==> config.mk <==
export PLATFORM = sky130hd
export DESIGN_NAME = general_timer_control
export DESIGN_NICKNAME = d
export VERILOG_FILES = /design/src/verilog/general_timer_control_pkg.sv /design/src/verilog/general_timer_control.sv /design/src/verilog/input_prescaler.sv
export VERILOG_INCLUDE_DIRS = /design/src /design/src/verilog
export SDC_FILE = /design/constraint.sdc
export NUM_CORES = 1
export LEC_CHECK = 0
export BUFFER_PORTS_ARGS = -buffer_cell sky130_fd_sc_hd__buf_2
export CAP_MARGIN = 20
export CORE_MARGIN = 8
export CORE_UTILIZATION = 45
export CTS_BUF_LIST = sky130_fd_sc_hd__clkbuf_2 sky130_fd_sc_hd__clkbuf_4 sky130_fd_sc_hd__clkbuf_8
export DETAILED_ROUTE_END_ITERATION = 8
export PLACE_DENSITY = 0.66
export SYNTH_ARGS = -nofsm -noshare
export SYNTH_HDL_FRONTEND = slang
export SYNTH_SLANG_ARGS = --single-unit
==> constraint.sdc <==
create_clock -name pclk -period 8.9 [get_ports pclk]
set_clock_uncertainty 0.2 [all_clocks]
set_input_delay 0.89 -clock pclk [delete_from_list [all_inputs] [get_ports pclk]]
set_output_delay 0.89 -clock pclk [all_outputs]
set_load 0.03 [all_outputs]
==> src/verilog/general_timer_control_params.svh <==
// Register offsets, field positions and reset values of the timer pair
`ifndef GENERAL_TIMER_CONTROL_PARAMS_SVH
`define GENERAL_TIMER_CONTROL_PARAMS_SVH

`define GTC_OFS_CTRL_EVEN 8'h00
`define GTC_OFS_COUNT_EVEN 8'h04
`define GTC_OFS_CTRL_ODD 8'h08
`define GTC_OFS_COUNT_ODD 8'h0c

`define GTC_BIT_ENABLE 15
`define GTC_BIT_HALT_IN_IDLE 13
`define GTC_BIT_GATED 7
`define GTC_BIT_PRESCALE_HI 6
`define GTC_BIT_PRESCALE_LO 4
`define GTC_BIT_PAIR_WIDE 3
`define GTC_BIT_CLOCK_SOURCE 1

`define GTC_CTRL_RESET 8'h00
`define GTC_COUNT_RESET 16'h0000
`define GTC_COUNT_MAX 16'hffff

`endif

==> src/verilog/general_timer_control_pkg.sv <==
// Types shared by the timer pair and its prescaler
package general_timer_control_pkg;
	typedef logic [15:0] count_t;
	typedef logic [2:0] prescale_t;
	typedef struct packed {
		logic enable;
		logic halt_in_idle;
		logic gated_accum_enable;
		prescale_t input_prescale_select;
		logic pair_wide_select;
		logic clock_source_select;
	} timer_ctrl_t;
endpackage

==> src/verilog/general_timer_control.sv <==
// Even/odd 16-bit timer pair with control registers on APB
// What this block does
// Enable bit 15 runs the timer, and clearing it stops the timer.
// With halt-in-idle bit 13 set the timer stops while the chip idles, else keeps counting.
// With the external clock selected the gate bit 7 is ignored and reads as zero.
// With the internal clock selected the gate bit turns gated accumulation on or off.
// Bits 6 to 4 divide the input clock by 1, 2, 4, 8, 16, 32, 64 or 256.
// Only the even timer has the 32-bit pairing bit; the odd one has none.
// In 32-bit mode enable, gate, prescale and clock source come from the even timer only.
// Software clears the odd timer's halt-in-idle bit to keep a pair running in idle.
// Unimplemented control bits read as zero.
// Software avoids register access in the cycle right after clearing enable at 1:1.
// Clock source zero counts the bus clock, one counts the external clock input.
// Gated mode advances on prescaled internal ticks only while the gate is high.
`timescale 1ns/1ps
`include "general_timer_control_params.svh"
module general_timer_control (
	input wire logic pclk,
	input wire logic presetn,
	input wire logic psel,
	input wire logic penable,
	input wire logic pwrite,
	input wire logic [7:0] paddr,
	input wire logic [31:0] pwdata,
	input wire logic idle_mode,
	input wire logic ext_clk_even,
	input wire logic ext_clk_odd,
	input wire logic gate_even,
	input wire logic gate_odd,
	output logic [31:0] prdata,
	output logic pready,
	output logic pslverr,
	output logic run_even,
	output logic run_odd
);
	general_timer_control_pkg::timer_ctrl_t ctrl_even_q;
	general_timer_control_pkg::timer_ctrl_t ctrl_odd_q;
	general_timer_control_pkg::timer_ctrl_t eff_odd;
	general_timer_control_pkg::count_t count_even_q;
	general_timer_control_pkg::count_t count_odd_q;
	logic [4:0] meta_q;
	logic [4:0] sync_q;
	logic [1:0] last_clk_q;
	logic idle_s;
	logic gate_even_s;
	logic gate_odd_s;
	logic edge_even;
	logic edge_odd;
	logic paired;
	logic halt_even;
	logic halt_odd;
	logic active_even;
	logic active_odd;
	logic ps_run_even;
	logic ps_run_odd;
	logic ps_in_even;
	logic ps_in_odd;
	logic tick_even;
	logic tick_odd;
	logic carry_even;
	logic access;
	logic commit;
	logic wr_ctrl_even;
	logic wr_ctrl_odd;
	logic wr_count_even;
	logic wr_count_odd;
	logic mapped;
	logic [31:0] rdata_d;

	// Control word as software sees it
	function automatic logic [31:0] ctrl_read(input general_timer_control_pkg::timer_ctrl_t c);
		logic [31:0] w;
		w = 32'h0000_0000;
		w[`GTC_BIT_ENABLE] = c.enable;
		w[`GTC_BIT_HALT_IN_IDLE] = c.halt_in_idle;
		w[`GTC_BIT_GATED] = c.gated_accum_enable & ~c.clock_source_select;
		w[`GTC_BIT_PRESCALE_HI:`GTC_BIT_PRESCALE_LO] = c.input_prescale_select;
		w[`GTC_BIT_PAIR_WIDE] = c.pair_wide_select;
		w[`GTC_BIT_CLOCK_SOURCE] = c.clock_source_select;
		ctrl_read = w;
	endfunction

	// Control word taken from a bus write
	function automatic general_timer_control_pkg::timer_ctrl_t ctrl_write(input logic [31:0] w);
		general_timer_control_pkg::timer_ctrl_t c;
		c.enable = w[`GTC_BIT_ENABLE];
		c.halt_in_idle = w[`GTC_BIT_HALT_IN_IDLE];
		c.gated_accum_enable = w[`GTC_BIT_GATED];
		c.input_prescale_select = w[`GTC_BIT_PRESCALE_HI:`GTC_BIT_PRESCALE_LO];
		c.pair_wide_select = w[`GTC_BIT_PAIR_WIDE];
		c.clock_source_select = w[`GTC_BIT_CLOCK_SOURCE];
		ctrl_write = c;
	endfunction

	// Pin synchronisers: idle, two gates, two external clocks
	always_ff @(posedge pclk or negedge presetn) begin
		if (!presetn) begin
			meta_q <= 5'h00;
			sync_q <= 5'h00;
		end else begin
			meta_q <= {ext_clk_odd, ext_clk_even, gate_odd, gate_even, idle_mode};
			sync_q <= meta_q;
		end
	end

	always_ff @(posedge pclk or negedge presetn) begin
		if (!presetn) begin
			last_clk_q <= 2'h0;
		end else begin
			last_clk_q <= sync_q[4:3];
		end
	end

	assign idle_s = sync_q[0];
	assign gate_even_s = sync_q[1];
	assign gate_odd_s = sync_q[2];
	assign edge_even = sync_q[3] & ~last_clk_q[0];
	assign edge_odd = sync_q[4] & ~last_clk_q[1];

	// Odd timer follows the even settings when paired
	assign paired = ctrl_even_q.pair_wide_select;
	always_comb begin
		eff_odd = ctrl_odd_q;
		if (paired) begin
			eff_odd = ctrl_even_q;
		end
	end

	// In a pair either halt bit stops both halves in idle
	assign halt_even = idle_s & (ctrl_even_q.halt_in_idle | (paired & ctrl_odd_q.halt_in_idle));
	assign halt_odd = paired ? halt_even : (idle_s & ctrl_odd_q.halt_in_idle);
	assign active_even = ctrl_even_q.enable & ~halt_even;
	assign active_odd = eff_odd.enable & ~halt_odd;

	// Source pick and gating ahead of the prescaler
	assign ps_in_even = ctrl_even_q.clock_source_select ? edge_even : 1'b1;
	assign ps_in_odd = eff_odd.clock_source_select ? edge_odd : 1'b1;
	assign ps_run_even = active_even & (ctrl_even_q.clock_source_select
		| ~ctrl_even_q.gated_accum_enable | gate_even_s);
	assign ps_run_odd = active_odd & ~paired & (eff_odd.clock_source_select
		| ~eff_odd.gated_accum_enable | gate_odd_s);

	input_prescaler u_prescale_even (
		.pclk(pclk),
		.presetn(presetn),
		.run(ps_run_even),
		.tick_in(ps_in_even),
		.sel(ctrl_even_q.input_prescale_select),
		.tick_out(tick_even)
	);

	input_prescaler u_prescale_odd (
		.pclk(pclk),
		.presetn(presetn),
		.run(ps_run_odd),
		.tick_in(ps_in_odd),
		.sel(eff_odd.input_prescale_select),
		.tick_out(tick_odd)
	);

	// APB decode; writes land on the edge that completes the transfer
	assign access = psel & penable & ~pready;
	assign commit = psel & penable & pready & pwrite;
	assign wr_ctrl_even = commit & (paddr == `GTC_OFS_CTRL_EVEN);
	assign wr_ctrl_odd = commit & (paddr == `GTC_OFS_CTRL_ODD);
	assign wr_count_even = commit & (paddr == `GTC_OFS_COUNT_EVEN);
	assign wr_count_odd = commit & (paddr == `GTC_OFS_COUNT_ODD);

	always_comb begin
		mapped = 1'b1;
		case (paddr)
			`GTC_OFS_CTRL_EVEN: rdata_d = ctrl_read(ctrl_even_q);
			`GTC_OFS_COUNT_EVEN: rdata_d = {16'h0000, count_even_q};
			`GTC_OFS_CTRL_ODD: rdata_d = ctrl_read(ctrl_odd_q);
			`GTC_OFS_COUNT_ODD: rdata_d = {16'h0000, count_odd_q};
			default: begin
				rdata_d = 32'h0000_0000;
				mapped = 1'b0;
			end
		endcase
	end

	always_ff @(posedge pclk or negedge presetn) begin
		if (!presetn) begin
			pready <= 1'b0;
			pslverr <= 1'b0;
			prdata <= 32'h0000_0000;
		end else begin
			pready <= access;
			pslverr <= access & ~mapped;
			if (access && !pwrite) begin
				prdata <= rdata_d;
			end
		end
	end

	// Control registers
	always_ff @(posedge pclk or negedge presetn) begin
		if (!presetn) begin
			ctrl_even_q <= `GTC_CTRL_RESET;
		end else if (wr_ctrl_even) begin
			ctrl_even_q <= ctrl_write(pwdata);
		end
	end

	always_ff @(posedge pclk or negedge presetn) begin
		if (!presetn) begin
			ctrl_odd_q <= `GTC_CTRL_RESET;
		end else if (wr_ctrl_odd) begin
			ctrl_odd_q <= ctrl_write(pwdata);
			ctrl_odd_q.pair_wide_select <= 1'b0;
		end
	end

	// Counters; the odd half takes the even carry when paired
	assign carry_even = tick_even & (count_even_q == `GTC_COUNT_MAX);

	always_ff @(posedge pclk or negedge presetn) begin
		if (!presetn) begin
			count_even_q <= `GTC_COUNT_RESET;
		end else if (wr_count_even) begin
			count_even_q <= pwdata[15:0];
		end else if (tick_even) begin
			count_even_q <= count_even_q + 16'h0001;
		end
	end

	always_ff @(posedge pclk or negedge presetn) begin
		if (!presetn) begin
			count_odd_q <= `GTC_COUNT_RESET;
		end else if (wr_count_odd) begin
			count_odd_q <= pwdata[15:0];
		end else if (paired ? carry_even : tick_odd) begin
			count_odd_q <= count_odd_q + 16'h0001;
		end
	end

	always_ff @(posedge pclk or negedge presetn) begin
		if (!presetn) begin
			run_even <= 1'b0;
			run_odd <= 1'b0;
		end else begin
			run_even <= active_even;
			run_odd <= active_odd;
		end
	end
endmodule // general_timer_control

==> src/verilog/input_prescaler.sv <==
// Input clock prescaler with eight division ratios
`timescale 1ns/1ps
module input_prescaler (
	input wire logic pclk,
	input wire logic presetn,
	input wire logic run,
	input wire logic tick_in,
	input wire general_timer_control_pkg::prescale_t sel,
	output logic tick_out
);
	logic [7:0] count_q;
	logic at_last;

	// Terminal count for ratios 1,2,4,8,16,32,64,256
	function automatic logic [7:0] last_count(input general_timer_control_pkg::prescale_t s);
		case (s)
			3'h0: last_count = 8'h00;
			3'h1: last_count = 8'h01;
			3'h2: last_count = 8'h03;
			3'h3: last_count = 8'h07;
			3'h4: last_count = 8'h0f;
			3'h5: last_count = 8'h1f;
			3'h6: last_count = 8'h3f;
			default: last_count = 8'hff;
		endcase
	endfunction

	assign at_last = (count_q >= last_count(sel));
	assign tick_out = run & tick_in & at_last;

	always_ff @(posedge pclk or negedge presetn) begin
		if (!presetn) begin
			count_q <= 8'h00;
		end else if (!run) begin
			count_q <= 8'h00;
		end else if (tick_in) begin
			if (at_last) begin
				count_q <= 8'h00;
			end else begin
				count_q <= count_q + 8'h01;
			end
		end
	end
endmodule // input_prescaler
Yosys cells after proc, flatten, opt, wreduce, memory -nomap -nowiden
Index checks and enable logic that the tools add are counted.
Storage, ports and cells
  input port bits: 50
  output and inout port bits: 36
  bits in registers: 111
  logic and storage cells: 116
Cells by class
  multiplexer cells: 19
  reduce and logical (&&, ||, !) cells: 8
  $add $sub $neg: 4
  $lt $le $gt $ge: 2
  equal/unequal tests: 18
  bitwise logic cells: 42
Operators with widths (count)
  case mux 8 bit (7 select lines): 2
  two-way mux 16 bit: 4
  case mux 16 bit (4 select lines): 1
  two-way mux 8 bit: 7
  adder 16 x 1 -> 16 bit, second input constant: 2
  AND 1 bit: 26
  equality test 3 bit, second input constant: 6
  adder 8 x 1 -> 8 bit, second input constant: 2
  equality test 16 bit, second input constant: 1
  equality test 8 x 4 -> 1 bit, second input constant: 2
  >= comparator 8 bit: 2
  equality test 3 x 2 -> 1 bit, second input constant: 4
  NOT 1 bit: 11
  equality test 8 x 3 -> 1 bit, second input constant: 1
  logical NOT 8 bit: 1
  equality test 3 x 1 -> 1 bit, second input constant: 2
  logical NOT 3 bit: 2
  two-way mux 1 bit: 5
  bitwise OR 1 bit: 5
  != test 2 bit, second input constant: 2
  nonzero test 2 bit: 2
  OR reduction 4 bit: 1
  logical AND 1 bit: 1
  logical NOT 1 bit: 1

Longest topological paths before layout
  word-level depth: 13
  mapped depth: 13
  depth with buffers taken out: 11

Hierarchy
From an unflattened synthesis, not the netlist that was laid out.
Second synthesis, totals
  cells, all modules: 524
  area, all modules: 5400.2 µm²
By module, submodules not included
  general_timer_control: cells each 378, area each 3996.3 µm², times used 1
  input_prescaler: cells each 73, area each 701.9 µm², times used 2

Least setup slack after synthesis
No wires, ideal clock.
  path type: reg2reg
  start: reg ctrl_even_q (netlist bit paired)
  end: reg count_odd_q[1]
  setup slack: 5480 ps
  cell stages (with the launch flop): 13
  data arrival time: 3083 ps
  data required time: 8563 ps
  buffers on the path: 2
  path through: dfrtp_1 -> clkbuf_1 -> mux2_2 -> or3_1 -> ha_1 -> nor2b_1 -> o21ai_0 -> a21oi_1 -> and2b_1 -> buf_2 -> nor2_1 -> mux2i_1 -> a21oi_1
On the way
  word-level cells in the longest chain between the ends: 12
RTL lines
  start, declared: RTL line general_timer_control.sv:36  | general_timer_control_pkg::timer_ctrl_t ctrl_even_q;
  start signal, assigned: RTL line general_timer_control.sv:200  | ctrl_even_q <= `GTC_CTRL_RESET;
  start signal, assigned: RTL line general_timer_control.sv:202  | ctrl_even_q <= ctrl_write(pwdata);
  parallel branches: the longest is 10 deep, another holds >= comparator 8 bit
  two-way mux 1 bit *: RTL line general_timer_control.sv:233  | end else if (paired ? carry_even : tick_odd) begin
  nonzero test 2 bit (no line) *
  end signal, assigned: RTL line general_timer_control.sv:230  | count_odd_q <= `GTC_COUNT_RESET;
  end signal, assigned: RTL line general_timer_control.sv:232  | count_odd_q <= pwdata[15:0];
  end signal, assigned: RTL line general_timer_control.sv:234  | count_odd_q <= count_odd_q + 16'h0001;
  end, declared: RTL line general_timer_control.sv:40  | general_timer_control_pkg::count_t count_odd_q;
Mark *: on every way between the ends.
A chain may end at the register's enable or synchronous reset.

Final worst setup path
  start: reg ctrl_even_q (netlist bit paired)
  end: reg count_odd_q[14]
Same word-level chain as after synthesis.

==> reports/metrics.cfg <==
[flow_run]
drv_cap=0

[synth]
postSynth.asyncResetShare=1.00
yosys.area.top_type_share=0.461
synthDominantAreaCellType=dfrtp_1
synth_cell_type_count=52
synth_seq_area_share=0.461
postSynthAreaPerCell_sq_um=9.80
synth-seq-cells=95
syn_std_cell_area_sq_mm=0.00515
postSynth.topFlopCell=dfrtp_1
yosys_warnings=0
postSynthCellCount=526
synth_edf_count=0
synth_top_cells_by_area=dfrtp_1 46%, nor2_1 5.1%, ha_1 4.9%, xor2_1 4.8%, mux2_2 4.2%

[timing]
maxSlewViolCount=0
finalCriticalPeriod_ns=4.10
finalSetupTns_ns=0
slew_headroom=0.352
max_clock_freq_mhz=244
finalSetupViolations=0
layout_worst_path_cycle_share=0.461
unrepaired_setup_endpoints_after_global_routing=false
worstMarginPinSlew_ns=0.970
timing.final.hold_violations=0

[clocking]
cts_root_buffer=clkbuf_8
cts_hold_repair.buffers=0
cts_tree=done
cts_max_level=3
clk_pin_slew_worst_paths_ns=0.09
max-clock-path-buffers=2
cts_post_setup_buffers_inserted=0
numClockSinks=95
post_cts.resized_instances=0
worst_skew_pair.late_latency_ns=0.37
numCtsBuffers=9

[cells_and_area]
design.final.nets=641
nFillCells=1040
areaGrowthSynthToFinish_pct=11.3
layout.area.seq_sq_mm=0.00238
antennaDiodeCount=0
final_layout_size_suffix_gt1_frac=0.181
finalNonFillerCells=718
multiInputGateArea_sq_mm=0.00259

[worst_hold_path]
min-delay-start=meta_q[4]$_DFF_PN0_
min_path_cells=0
tightest_hold_check_type=register to register
min_to=sync_q[4]$_DFF_PN0_

[routing]
antenna_left=0
drt-pass1-iter-count=5
count_of_vias_placed_by_the_detailed_router=3983
wire_per_inst_microns=16.6
drt_drc_violations_left=0
routed_wl_mm=11.9
routed_via_density=5.55
drt_iter0_markers=261

[critical_path]
worst_r2r_startpoint=paired$_DFFE_PN0P_
timing.rr.end=count_odd_q[14]$_DFFE_PN0P_
cp-end-kind=register
path_class=register to register
worst_ep_arrival_time_ns=4.16
cp_data_required_time_ns=8.96
regToRegSetupSlack_ns=4.80
ff2ff_path_depth=10
kind_of_launch_point_of_the_worst_setup_path=register
worst_path_max_fanout=16

[pwr]
ir_drop_uv=90.7
cellLeakagePower_nw=2.51
powerDensity_mw_per_mm2=160

[global_route]
grt_pass1_wl_mm=19.4
first_global_vias=3906
grt_overflow=0
grt_antenna_before_repair=0
grt_max_degree=67
grt_use_total=0.162

[floorplan]
die_h_microns=123
die_width_microns=123
core_sq_mm=0.0113
floorplan.initialDensity=0.455
site_row_count=39
io_pins=86
die_area_sq_mm=0.0151

[placed_design]
globalplace.congestion=0.853
hpwlAfterDp_mm=8.51
numPortBuffers=53
numPlacedInstances=702

[status]
status=completed

state kept, by name (all words and copies together), names as in the netlist:
signal	cells
u_prescale_odd.count_q	8
prdata	16
pready	1
sync_q	5
pslverr	1
run_even	1
paired	1
meta_q	5
last_clk_q	2
ctrl_odd_q	7
u_prescale_even.count_q	8
ctrl_even_q	7
count_odd_q	16
run_odd	1
count_even_q	16
area by class of cell:
type                       instances  area share
sequential                        95       0.415
inverter                           8     0.00524
clock inverter                     5      0.0188
clock buffer                      10      0.0229
timing repair buffer              57      0.0554
tap                              143      0.0312
multi-input combinational        400       0.452
synth_stat cells, types with 5 or more instances:
| library cell | instances |
|---|---|
| a21oi_1 | 37 |
| a221oi_1 | 9 |
| and3_1 | 14 |
| and4_1 | 5 |
| buf_4 | 17 |
| clkbuf_1 | 16 |
| dfrtp_1 | 95 |
| ha_1 | 20 |
| inv_1 | 8 |
| mux2_2 | 19 |
| mux4_2 | 6 |
| nand2_1 | 48 |
| nand2b_1 | 6 |
| nand3_1 | 25 |
| nor2_1 | 70 |
| nor3_1 | 7 |
| o2111ai_1 | 6 |
| o21ai_0 | 37 |
| xnor2_1 | 5 |
| xor2_1 | 28 |
worst max-delay path by stage:
stage,depth (start not counted),to,startpoint,slack [ns]
6_report,10,count_odd_q[14]$_DFFE_PN0P_,paired$_DFFE_PN0P_,4.80
5_1_grt,10,count_odd_q[8]$_DFFE_PN0P_,paired$_DFFE_PN0P_,4.64
4_1_cts,10,count_odd_q[14]$_DFFE_PN0P_,paired$_DFFE_PN0P_,4.83
3_5_place_dp,10,count_odd_q[14]$_DFFE_PN0P_,paired$_DFFE_PN0P_,4.88
3_3_place_gp,10,count_odd_q[14]$_DFFE_PN0P_,paired$_DFFE_PN0P_,4.96
2_1_floorplan,12,count_odd_q[1]$_DFFE_PN0P_,paired$_DFFE_PN0P_,5.48
cells in the final DEF (no fill, tap or decap), types with 5 or more instances in the layout:
master,synthesis,layout
conb_1,1,16
inv_1,8,8
buf_2,4,52
nand2b_1,6,6
nor3_1,7,7
xnor2_1,5,5
a221oi_1,9,9
and4_1,5,5
ha_1,20,20
a21oi_1,37,37
and3_1,14,14
o2111ai_1,6,6
clkbuf_8,0,9
mux4_2,6,6
o21ai_0,37,37
dfrtp_1,95,95
nor2_1,70,70
nand2_1,48,48
mux2_2,19,19
xor2_1,28,28
nand3_1,25,25
worst max-delay path, cell delays in order, from the launching register on:
cell	delay [ns]
dfrtp_1	0.78
mux2_2	0.47
a311oi_1	0.33
ha_1	0.31
a211oi_1	0.22
o21ai_0	0.11
a21oi_1	0.46
and2b_1	0.44
o2111ai_1	0.30
xnor2_1	0.09
mux2_2	0.26
through the flow:
step | power, W | hold WS (ns) | area [sq um] | setup slack (ns) | utilization
floorplan | 0.000542 | 0.131 | 5210 | 5.48 | -
global placement | 0.000576 | 0.131 | 5470 | 4.96 | 0.483
detailed placement | 0.000579 | 0.136 | 5470 | 4.88 | 0.483
CTS | 0.000923 | 0.158 | 5710 | 4.83 | 0.504
global route | 0.000952 | 0.165 | 5730 | 4.64 | 0.506
finish | 0.000917 | 0.155 | 5730 | 4.80 | 0.506
layer usage:
| metal | vias to the layer above | share of wire | GRT usage | wire length (microns) |
|---|---|---|---|---|
| met2 | 96 | 0.45 | 0.247 | 5370 |
| met5 | - | 0 | 0 | 0 |
| met1 | 1944 | 0.46 | 0.219 | 5520 |
| met3 | 14 | 0.072 | 0.0402 | 859 |
| li1 | 1929 | - | - | - |
| met4 | 0 | 0.015 | 0.0564 | 178 |
cells by family (layout without fill, tap and decap cells):
kind of cell | count (synthesis) | after routing | share of synthesized area
and+or+nand+nor | 197 | 197 | 0.183
adders and majority gates | 20 | 20 | 0.0486
AOI/OAI and AO/OA | 106 | 106 | 0.129
xor gates and xnor gates | 33 | 33 | 0.0561
other | 1 | 16 | 0.000728
DFF | 95 | 95 | 0.461
muxes | 28 | 28 | 0.0736
buffers and inverters | 46 | 80 | 0.0469
power by group:
part	switching [W]	total [W]	internal, W
clock	0.000157	0.000346	0.000189
combinational	0.0000708	0.000108	0.0000368
sequential	0.0000148	0.000463	0.000448
Note: power is estimated with default switching activity, not from simulation.
